--- config.mk ---
export PLATFORM = sky130hd
export DESIGN_NAME = vws_cmd
export DESIGN_NICKNAME = d
export VERILOG_FILES = /design/src/inc/vws_pkg.sv /design/src/core/vws_cmd.sv /design/src/core/vws_fifo.sv
export SDC_FILE = /design/constraint.sdc
export NUM_CORES = 1
export LEC_CHECK = 0
export ABC_AREA = 1
export BUFFER_PORTS_ARGS = -buffer_cell sky130_fd_sc_hd__buf_2
export CAP_MARGIN = 20
export CORE_ASPECT_RATIO = 0.8
export CORE_MARGIN = 2
export CORE_UTILIZATION = 30
export CTS_BUF_LIST = sky130_fd_sc_hd__clkbuf_8
export DETAILED_ROUTE_END_ITERATION = 10
export PLACE_DENSITY = 0.46
export SETUP_SLACK_MARGIN = 0.05
export SLEW_MARGIN = 25
export SYNTH_ARGS = -nofsm -noshare
export SYNTH_HDL_FRONTEND = slang
export SYNTH_SLANG_ARGS = --single-unit
export TNS_END_PERCENT = 100
--- constraint.sdc ---
create_clock -name SYS_CLK -period 8.7 [get_ports SYS_CLK]
set_clock_uncertainty 0.1 [all_clocks]
set_input_delay 1.74 -clock SYS_CLK [delete_from_list [all_inputs] [get_ports SYS_CLK]]
set_output_delay 1.74 -clock SYS_CLK [all_outputs]
set_load 0.02 [all_outputs]
--- src/inc/vws_pkg.sv ---
package vws_pkg;

  // ----------------------------------------------------------------------
  // task-file register offsets
  // ----------------------------------------------------------------------
  localparam logic [9:0] OFS_FEATURE_SELECT = 10'h1f1;
  localparam logic [9:0] OFS_ERROR_INFO     = 10'h1f1;
  localparam logic [9:0] OFS_SECTOR_COUNT   = 10'h1f2;
  localparam logic [9:0] OFS_SECTOR_NUMBER  = 10'h1f3;
  localparam logic [9:0] OFS_CYLINDER_LOW   = 10'h1f4;
  localparam logic [9:0] OFS_CYLINDER_HIGH  = 10'h1f5;
  localparam logic [9:0] OFS_DEVICE_HEAD    = 10'h1f6;
  localparam logic [9:0] OFS_COMMAND_CODE   = 10'h1f7;
  localparam logic [9:0] OFS_DRIVE_STATUS   = 10'h1f7;

  // ----------------------------------------------------------------------
  // command codes (bit 0 is ignored when decoding)
  // ----------------------------------------------------------------------
  localparam logic [7:0] CMD_VERIFY = 8'h40;
  localparam logic [7:0] CMD_WRITE  = 8'h30;

  // ----------------------------------------------------------------------
  // field positions
  // ----------------------------------------------------------------------
  localparam int ST_BUSY  = 7;
  localparam int ST_READY = 6;
  localparam int ST_DRQ   = 3;
  localparam int ST_ERR   = 0;
  localparam int ER_UNC   = 6;
  localparam int ER_IDNF  = 4;
  localparam int ER_ABRT  = 2;
  localparam int DH_LBA   = 6;

  // ----------------------------------------------------------------------
  // reset values
  // ----------------------------------------------------------------------
  localparam logic [7:0] RST_SECTOR_COUNT  = 8'h01;
  localparam logic [7:0] RST_SECTOR_NUMBER = 8'h01;
  localparam logic [7:0] RST_CYLINDER      = 8'h00;
  localparam logic [7:0] RST_DEVICE_HEAD   = 8'ha0;
  localparam logic [7:0] RST_ERROR_INFO    = 8'h00;

  // ----------------------------------------------------------------------
  // sizes and check codes
  // ----------------------------------------------------------------------
  localparam int          MAX_SECTORS = 256;
  localparam int          SECT_WORDS  = 256;
  localparam int          FIFO_DEPTH  = 16;
  localparam int          DATA_W      = 16;
  localparam int          SPT_DEFAULT = 63;
  localparam int          HEADS_DEF   = 16;
  localparam logic [15:0] CRC_POLY    = 16'h1021;
  localparam logic [15:0] CRC_INIT    = 16'hffff;

  typedef enum logic [2:0] {
    VWS_IDLE, VWS_POS, VWS_SEEKW, VWS_GO, VWS_DATA, VWS_CRC, VWS_ECC,
    VWS_WAIT
  } vws_state_e;

endpackage : vws_pkg

--- src/core/vws_cmd.sv ---
`timescale 1ns/1ps
module vws_cmd #(
  parameter int SPT        = vws_pkg::SPT_DEFAULT,
  parameter int HEADS      = vws_pkg::HEADS_DEF,
  parameter int SECT_WORDS = vws_pkg::SECT_WORDS,
  parameter int FIFO_DEPTH = vws_pkg::FIFO_DEPTH
) (
  input  wire logic        SYS_CLK,
  input  wire logic        RST,
  input  wire logic [9:0]  HOST_ADDR,
  input  wire logic        HOST_WR,
  input  wire logic        HOST_RD,
  input  wire logic [7:0]  HOST_WDATA,
  output logic      [7:0]  HOST_RDATA,
  output logic             HOST_INTRQ,
  input  wire logic        HOST_DVALID,
  input  wire logic [15:0] HOST_DATA,
  output logic             HOST_DREADY,
  output logic             MED_SEEK,
  output logic      [19:0] MED_TRACK,
  input  wire logic        MED_SEEK_DONE,
  output logic             MED_VERIFY,
  output logic             MED_WRITE,
  output logic             MED_LBA_MODE,
  output logic      [31:0] MED_ADDR,
  output logic      [15:0] MED_WDATA,
  output logic             MED_WVALID,
  input  wire logic        MED_WREADY,
  input  wire logic        MED_SECT_DONE,
  input  wire logic        MED_SECT_ERR
);

  localparam int WCW = $clog2(SECT_WORDS);

  // ----------------------------------------------------------------------
  // helpers
  // ----------------------------------------------------------------------
  function automatic logic [31:0] next_address(input logic [31:0] a);
    logic [27:0] lba;
    logic [7:0]  dh;
    logic [15:0] cyl;
    logic [3:0]  hd;
    logic [7:0]  sn;
    lba = a[27:0];
    dh  = a[31:24];
    cyl = a[23:8];
    hd  = dh[3:0];
    sn  = a[7:0];
    if (dh[vws_pkg::DH_LBA])
    begin
      lba = lba + 28'h1;
      next_address = {dh[7:4], lba};
    end
    else
    begin
      if (sn >= 8'(SPT))
      begin
        sn = 8'h01;
        if (hd == 4'(HEADS - 1))
        begin
          hd  = 4'h0;
          cyl = cyl + 16'h1;
        end
        else
          hd = hd + 4'h1;
      end
      else
        sn = sn + 8'h01;
      next_address = {dh[7:4], hd, cyl, sn};
    end
  endfunction : next_address

  function automatic logic [15:0] crc_step(input logic [15:0] c,
                                           input logic [15:0] d);
    logic [15:0] r;
    r = c;
    for (int i = 15; i >= 0; i--)
      r = (r[15] ^ d[i]) ? ((r << 1) ^ vws_pkg::CRC_POLY) : (r << 1);
    crc_step = r;
  endfunction : crc_step

  // ----------------------------------------------------------------------
  // state
  // ----------------------------------------------------------------------
  vws_pkg::vws_state_e state;
  logic [7:0]          sector_count;
  logic [7:0]          sector_number;
  logic [7:0]          cylinder_low;
  logic [7:0]          cylinder_high;
  logic [7:0]          device_head_select;
  logic [7:0]          error_info;
  logic                err_flag;
  logic [8:0]          remain;
  logic                is_write;
  logic [19:0]         cur_track;
  logic                track_known;
  logic [WCW-1:0]      word_cnt;
  logic [15:0]         crc;
  logic [15:0]         ecc;
  logic                busy;

  logic                cmd_take;
  logic                cmd_verify;
  logic                cmd_write;
  logic [19:0]         target_track;
  logic                sect_ok;
  logic                sect_bad;
  logic                last_sect;
  logic                fifo_out_valid;
  logic [15:0]         fifo_out_data;
  logic                fifo_out_ready;
  logic                fifo_in_ready;
  logic                word_take;

  assign busy       = (state != vws_pkg::VWS_IDLE);
  assign cmd_take   = HOST_WR & ~busy
                    & (HOST_ADDR == vws_pkg::OFS_COMMAND_CODE);
  assign cmd_verify = (HOST_WDATA[7:1] == vws_pkg::CMD_VERIFY[7:1]);
  assign cmd_write  = (HOST_WDATA[7:1] == vws_pkg::CMD_WRITE[7:1]);
  assign target_track = {device_head_select[3:0], cylinder_high,
                         cylinder_low};
  assign sect_ok    = (state == vws_pkg::VWS_WAIT) & MED_SECT_DONE
                    & ~MED_SECT_ERR;
  assign sect_bad   = (state == vws_pkg::VWS_WAIT) & MED_SECT_DONE
                    & MED_SECT_ERR;
  assign last_sect  = (remain == 9'd1);
  assign word_take  = (state == vws_pkg::VWS_DATA) & fifo_out_valid
                    & MED_WREADY;

  // ----------------------------------------------------------------------
  // write data buffer
  // ----------------------------------------------------------------------
  // host data is only taken while a write command runs, so a stalled
  // media stream backs up through the buffer to the host
  assign HOST_DREADY    = busy & is_write & fifo_in_ready;
  assign fifo_out_ready = word_take;

  vws_fifo #(
    .WIDTH (vws_pkg::DATA_W),
    .DEPTH (FIFO_DEPTH)
  ) u_fifo (
    .clk       (SYS_CLK),
    .rst       (RST),
    .flush     (cmd_take),
    .in_valid  (HOST_DVALID & busy & is_write),
    .in_ready  (fifo_in_ready),
    .in_data   (HOST_DATA),
    .out_valid (fifo_out_valid),
    .out_ready (fifo_out_ready),
    .out_data  (fifo_out_data)
  );

  // ----------------------------------------------------------------------
  // media stream: data words, then check words
  // ----------------------------------------------------------------------
  always_comb
  begin
    MED_WVALID = 1'b0;
    MED_WDATA  = fifo_out_data;
    case (state)
      vws_pkg::VWS_DATA:
        MED_WVALID = fifo_out_valid;
      vws_pkg::VWS_CRC:
      begin
        MED_WVALID = 1'b1;
        MED_WDATA  = crc;
      end
      vws_pkg::VWS_ECC:
      begin
        MED_WVALID = 1'b1;
        MED_WDATA  = ecc;
      end
      default:
        MED_WVALID = 1'b0;
    endcase
  end

  assign MED_TRACK    = target_track;
  assign MED_LBA_MODE = device_head_select[vws_pkg::DH_LBA];
  assign MED_ADDR     = {device_head_select, cylinder_high, cylinder_low,
                         sector_number};

  // ----------------------------------------------------------------------
  // command sequencer
  // ----------------------------------------------------------------------
  always_ff @(posedge SYS_CLK or posedge RST)
  begin
    if (RST)
    begin
      state       <= vws_pkg::VWS_IDLE;
      is_write    <= 1'b0;
      MED_SEEK    <= 1'b0;
      MED_VERIFY  <= 1'b0;
      MED_WRITE   <= 1'b0;
      cur_track   <= '0;
      track_known <= 1'b0;
      word_cnt    <= '0;
    end
    else
    begin
      MED_SEEK   <= 1'b0;
      MED_VERIFY <= 1'b0;
      MED_WRITE  <= 1'b0;
      case (state)
        vws_pkg::VWS_IDLE:
          if (cmd_take & (cmd_verify | cmd_write))
          begin
            is_write <= cmd_write;
            state    <= vws_pkg::VWS_POS;
          end
        vws_pkg::VWS_POS:
          if (track_known & (cur_track == target_track))
            state <= vws_pkg::VWS_GO;
          else
          begin
            MED_SEEK <= 1'b1;
            state    <= vws_pkg::VWS_SEEKW;
          end
        vws_pkg::VWS_SEEKW:
          if (MED_SEEK_DONE)
          begin
            cur_track   <= target_track;
            track_known <= 1'b1;
            state       <= vws_pkg::VWS_GO;
          end
        vws_pkg::VWS_GO:
        begin
          word_cnt <= '0;
          if (is_write)
          begin
            MED_WRITE <= 1'b1;
            state     <= vws_pkg::VWS_DATA;
          end
          else
          begin
            // no transfer phase: the check stays inside the drive
            MED_VERIFY <= 1'b1;
            state      <= vws_pkg::VWS_WAIT;
          end
        end
        vws_pkg::VWS_DATA:
          if (word_take)
          begin
            word_cnt <= word_cnt + 1'b1;
            if (word_cnt == WCW'(SECT_WORDS - 1))
              state <= vws_pkg::VWS_CRC;
          end
        vws_pkg::VWS_CRC:
          if (MED_WREADY)
            state <= vws_pkg::VWS_ECC;
        vws_pkg::VWS_ECC:
          if (MED_WREADY)
            state <= vws_pkg::VWS_WAIT;
        vws_pkg::VWS_WAIT:
          if (sect_bad | (sect_ok & last_sect))
            state <= vws_pkg::VWS_IDLE;
          else if (sect_ok)
            state <= vws_pkg::VWS_POS;
        default:
          state <= vws_pkg::VWS_IDLE;
      endcase
    end
  end

  // ----------------------------------------------------------------------
  // check words
  // ----------------------------------------------------------------------
  always_ff @(posedge SYS_CLK or posedge RST)
  begin
    if (RST)
    begin
      crc <= vws_pkg::CRC_INIT;
      ecc <= '0;
    end
    else if (state == vws_pkg::VWS_GO)
    begin
      crc <= vws_pkg::CRC_INIT;
      ecc <= '0;
    end
    else if (word_take)
    begin
      crc <= crc_step(crc, fifo_out_data);
      ecc <= {ecc[14:0], ecc[15]} ^ fifo_out_data;
    end
  end

  // ----------------------------------------------------------------------
  // task-file registers
  // ----------------------------------------------------------------------
  // host writes are ignored while busy so the engine owns the address
  always_ff @(posedge SYS_CLK or posedge RST)
  begin
    if (RST)
    begin
      sector_count       <= vws_pkg::RST_SECTOR_COUNT;
      sector_number      <= vws_pkg::RST_SECTOR_NUMBER;
      cylinder_low       <= vws_pkg::RST_CYLINDER;
      cylinder_high      <= vws_pkg::RST_CYLINDER;
      device_head_select <= vws_pkg::RST_DEVICE_HEAD;
      remain             <= '0;
    end
    else if (HOST_WR & ~busy)
    begin
      case (HOST_ADDR)
        vws_pkg::OFS_SECTOR_COUNT:  sector_count       <= HOST_WDATA;
        vws_pkg::OFS_SECTOR_NUMBER: sector_number      <= HOST_WDATA;
        vws_pkg::OFS_CYLINDER_LOW:  cylinder_low       <= HOST_WDATA;
        vws_pkg::OFS_CYLINDER_HIGH: cylinder_high      <= HOST_WDATA;
        vws_pkg::OFS_DEVICE_HEAD:   device_head_select <= HOST_WDATA;
        vws_pkg::OFS_COMMAND_CODE:
          remain <= (sector_count == 8'h00) ? 9'(vws_pkg::MAX_SECTORS)
                                            : {1'b0, sector_count};
        default:
          remain <= remain;
      endcase
    end
    else if (sect_ok)
    begin
      remain       <= remain - 9'd1;
      sector_count <= 8'(remain - 9'd1);
      if (!last_sect)
        {device_head_select, cylinder_high, cylinder_low, sector_number}
          <= next_address(MED_ADDR);
      // last sector keeps its address
    end
    else if (sect_bad)
      // failing address stays in place, count keeps it
      sector_count <= remain[7:0];
  end

  // ----------------------------------------------------------------------
  // status, error and interrupt
  // ----------------------------------------------------------------------
  always_ff @(posedge SYS_CLK or posedge RST)
  begin
    if (RST)
    begin
      error_info <= vws_pkg::RST_ERROR_INFO;
      err_flag   <= 1'b0;
      HOST_INTRQ <= 1'b0;
    end
    else
    begin
      if (cmd_take)
      begin
        error_info <= '0;
        err_flag   <= ~(cmd_verify | cmd_write);
        error_info[vws_pkg::ER_ABRT] <= ~(cmd_verify | cmd_write);
        HOST_INTRQ <= ~(cmd_verify | cmd_write);
      end
      else if (sect_bad)
      begin
        err_flag <= 1'b1;
        if (is_write)
          error_info[vws_pkg::ER_IDNF] <= 1'b1;
        else
          error_info[vws_pkg::ER_UNC] <= 1'b1;
        HOST_INTRQ <= 1'b1;
      end
      else if (sect_ok & last_sect)
        HOST_INTRQ <= 1'b1;
      else if (HOST_RD & (HOST_ADDR == vws_pkg::OFS_DRIVE_STATUS))
        HOST_INTRQ <= 1'b0;
    end
  end

  // ----------------------------------------------------------------------
  // register read port
  // ----------------------------------------------------------------------
  always_ff @(posedge SYS_CLK or posedge RST)
  begin
    if (RST)
      HOST_RDATA <= '0;
    else if (HOST_RD)
    begin
      case (HOST_ADDR)
        vws_pkg::OFS_ERROR_INFO:    HOST_RDATA <= error_info;
        vws_pkg::OFS_SECTOR_COUNT:  HOST_RDATA <= sector_count;
        vws_pkg::OFS_SECTOR_NUMBER: HOST_RDATA <= sector_number;
        vws_pkg::OFS_CYLINDER_LOW:  HOST_RDATA <= cylinder_low;
        vws_pkg::OFS_CYLINDER_HIGH: HOST_RDATA <= cylinder_high;
        vws_pkg::OFS_DEVICE_HEAD:   HOST_RDATA <= device_head_select;
        vws_pkg::OFS_DRIVE_STATUS:
        begin
          HOST_RDATA                   <= '0;
          HOST_RDATA[vws_pkg::ST_BUSY] <= busy;
          HOST_RDATA[vws_pkg::ST_READY] <= ~busy;
          HOST_RDATA[vws_pkg::ST_DRQ]  <= HOST_DREADY;
          HOST_RDATA[vws_pkg::ST_ERR]  <= err_flag;
        end
        default:
          HOST_RDATA <= '0;
      endcase
    end
  end

endmodule : vws_cmd

--- src/core/vws_fifo.sv ---
`timescale 1ns/1ps
module vws_fifo #(
  parameter int WIDTH = 16,
  parameter int DEPTH = 16
) (
  input  wire logic             clk,
  input  wire logic             rst,
  input  wire logic             flush,
  input  wire logic             in_valid,
  output logic                  in_ready,
  input  wire logic [WIDTH-1:0] in_data,
  output logic                  out_valid,
  input  wire logic             out_ready,
  output logic      [WIDTH-1:0] out_data
);

  localparam int AW = $clog2(DEPTH);

  logic [WIDTH-1:0] mem [DEPTH];
  logic [AW-1:0]    wr_idx;
  logic [AW-1:0]    rd_idx;
  logic [AW:0]      count;
  logic             push;
  logic             pop;

  assign in_ready  = (count != (AW+1)'(DEPTH));
  assign out_valid = (count != '0);
  assign out_data  = mem[rd_idx];
  assign push      = in_valid & in_ready;
  assign pop       = out_valid & out_ready;

  always_ff @(posedge clk)
  begin
    if (push)
      mem[wr_idx] <= in_data;
  end

  always_ff @(posedge clk or posedge rst)
  begin
    if (rst)
    begin
      wr_idx <= '0;
      rd_idx <= '0;
      count  <= '0;
    end
    else if (flush)
    begin
      wr_idx <= '0;
      rd_idx <= '0;
      count  <= '0;
    end
    else
    begin
      if (push)
        wr_idx <= (wr_idx == AW'(DEPTH-1)) ? '0 : wr_idx + 1'b1;
      if (pop)
        rd_idx <= (rd_idx == AW'(DEPTH-1)) ? '0 : rd_idx + 1'b1;
      count <= count + (AW+1)'(push) - (AW+1)'(pop);
    end
  end

endmodule : vws_fifo

==> out/results.ini <==
[outcome]
outcome = completed

[layout]
area_growth_pct = 13.5
final-seq-area_um2 = 11300
nets = 2358
multi_input_area_um2 = 6960
num-fill-cells = 6804
final_area_um2 = 22600
drive_gt1_frac = 0.160

[hold_path]
hp-class = reg -> reg
hold_start = track_known$_DFFE_PP0P_
hold_path_depth = 2

[synthesis]
synth_seq_cells = 399
ys_seq_area_frac = 0.568
synth_common_cells = 450 x nand2_1, 263 x nor2_1, 256 x edfxtp_1
syn_area_um2 = 19900
yosys_warnings = 0
synth.net_count = 2230
async_flop_share = 0.358
syn_inst = 2169
yosysTopAreaCellShare = 0.387
syn_avg_cell_area_um2 = 9.17
synth-edff-count = 256
synth_area_leaders = edfxtp_1 39%, dfrtp_1 15%, nand2_1 8.5%, nor2_1 5.0%, o21ai_0 4.8%
ys_types = 54
synth_most_common_cell = nand2_1
synth_top_area_cell = edfxtp_1
synth_ff_type = edfxtp_1

[place]
placed_cell_area_um2 = 21100
portBuffers = 125
hpwlAfterDp_mm = 43.6
dp_worst_setup_slack_ns = 3.84
routabilityCongestion = 0.918

[timing]
fin_crit_ns = 5.64
slew_headroom = 0.300
setup_ws_ns = 3.06
worst_pin_slew_ns = 1.05
rsz0062_at_grt = no
setup_viol = 0
final_hold_viol_count = 0
drv_slew = 0
fmax_ghz = 0.177
fin_crit_sh = 0.649
fin_tns_setup_ns = 0

[die]
core_area_um2 = 65700
rows = 84
initial_core_util = 0.303
fp.dieH_um = 234
fp.dieArea_um2 = 68400
die_w_um = 292
ios = 126

[critical_path]
cp-start-kind = register
crit_type = reg -> out
cp-startpoint = state[0]$_DFFE_PP0P_
crit_required_ns = 6.86
crit_path_end_kind = primary output
arrival_ns = 3.80
worst_r2r_path_depth = 20
r2r_start = u_fifo.rd_idx[0]$_DFFE_PP0P_
crit_fanout = 17

[clocking]
cts_tree = done
hold_buffers = 0
cts_made_buffers = 73
cts_resized = 0
root_buffer = clkbuf_8
postCtsSetupBuffers = 0
ctsHtreeMaxLevel = 3
clk_pin_slew_ns = 0.05
clk_latency_ns = 0.68
clockBufferDepth = 3
clkSinkCount = 399

[detailed_routing]
drt_wl_total_mm = 64.2
drtPass1Iterations = 5
viasPerCell = 4.97
postRouteAntennaNets = 0
dr.first_iter.drc_count = 1379
wl_per_cell_um = 19.9
drc = 0
vias = 16000

[global_route]
antenna_found_initial = 1
grt_use_total = 0.187
grt.overflow.total = 0
grt_pass1_vias = 15100
grt_max_degree = 127
grt_pass1_wl_mm = 96.7

[power]
power_density_nw_per_um2 = 402
ir_drop_v = 0.000169
leakage_nw = 9.63

[job]
maxCapViolations = 0

metal layers:
layer	global-route usage	up-vias	part of all wire	routed length (µm)
li1	-	7590	-	-
met5	0	-	0	0
met1	0.291	7822	0.51	32500
met4	0.0524	0	0.022	1410
met3	0.0463	100	0.074	4740
met2	0.252	489	0.40	25500
kinds of logic after synthesis:
logic type,synth area share
AO/OA/AOI/OAI,0.119
XOR/XNOR,0.0110
adder cells (fa/ha/maj),0.0117
buffers and inverters,0.0844
flip-flops,0.568
AND/OR/NAND/NOR,0.206
layout by cell type, fill, tap and decap left out, types with 17 or more instances in the layout:
| cell type | Yosys | routed |
|---|---|---|
| a21oi_1 | 43 | 43 |
| a31oi_1 | 19 | 19 |
| buf_2 | 24 | 125 |
| buf_4 | 35 | 24 |
| clkbuf_8 | 0 | 80 |
| dfrtp_1 | 123 | 121 |
| dfstp_2 | 20 | 20 |
| edfxtp_1 | 256 | 256 |
| ha_1 | 17 | 17 |
| inv_1 | 230 | 252 |
| inv_2 | 34 | 34 |
| nand2_1 | 450 | 450 |
| nand2_2 | 22 | 22 |
| nand3_1 | 148 | 148 |
| nor2_1 | 263 | 252 |
| nor2_2 | 8 | 19 |
| o21ai_0 | 191 | 191 |
| o21ai_1 | 35 | 34 |
| o221ai_1 | 23 | 23 |
| o22ai_1 | 46 | 46 |
| xor2_1 | 17 | 17 |
cell type report:
class / instances / area share
inverter: 267 / 0.0448
sequential: 399 / 0.500
timing repair buffer: 150 / 0.0369
clock buffer: 80 / 0.0488
tap: 860 / 0.0477
multi-input combinational: 1406 / 0.308
clock inverter: 54 / 0.0130
antenna: 1 / 0.000111
flip-flops by register name, summed over array words and instances, names as in the netlist, 3 cells and up:
signal / flops
device_head_select: 8
cylinder_high: 8
error_info: 3
remain: 9
u_fifo.wr_idx: 4
u_fifo.mem: 256
u_fifo.count: 5
state: 3
crc: 16
cur_track: 20
word_cnt: 8
cylinder_low: 8
ecc: 16
sector_number: 8
sector_count: 8
u_fifo.rd_idx: 4
HOST_RDATA: 8
path summary, 6_finish.rpt:
kind / endpoint / slack, ns
hold reg to reg: track_known$_DFFE_PP0P_ / 0.35
min in group asynchronous: ecc[14]$_DFFE_PP0P_ / 1.15
hold / removal: track_known$_DFFE_PP0P_ / 0.35
max in group asynchronous: u_fifo.rd_idx[0]$_DFFE_PP0P_ / 5.86
setup reg to reg: crc[12]$_DFFE_PP1P_ / 4.56
setup / recovery: MED_WDATA[4] / 3.06
stage by stage:
stage / instances / hold slack (ns) / util / power, mW
global route: 3216 / 0.387 / 0.344 / 9.81
detailed placement: 3081 / 0.350 / 0.322 / 7.30
finish: 3217 / 0.355 / 0.344 / 9.08
floorplan: 2169 / 0.322 / - / 5.96
CTS: 3215 / 0.364 / 0.343 / 9.09
global placement: 3081 / 0.340 / 0.322 / 7.29
report_power, final:
part / internal (mW) / total (mW) / switching, mW
logic: 1.30 / 4.55 / 3.25
clock network: 0.887 / 1.74 / 0.849
registers: 2.44 / 2.79 / 0.351
critical path, cell delays in order (launching register included):
cell and delay [ns]:
dfrtp_1 0.54, nand3_1 0.81, nand2_1 0.34, clkinv_1 0.62, nand2_1 0.24, o221ai_1 0.31, buf_2 0.30
Power figures use the tool's default switching activity.
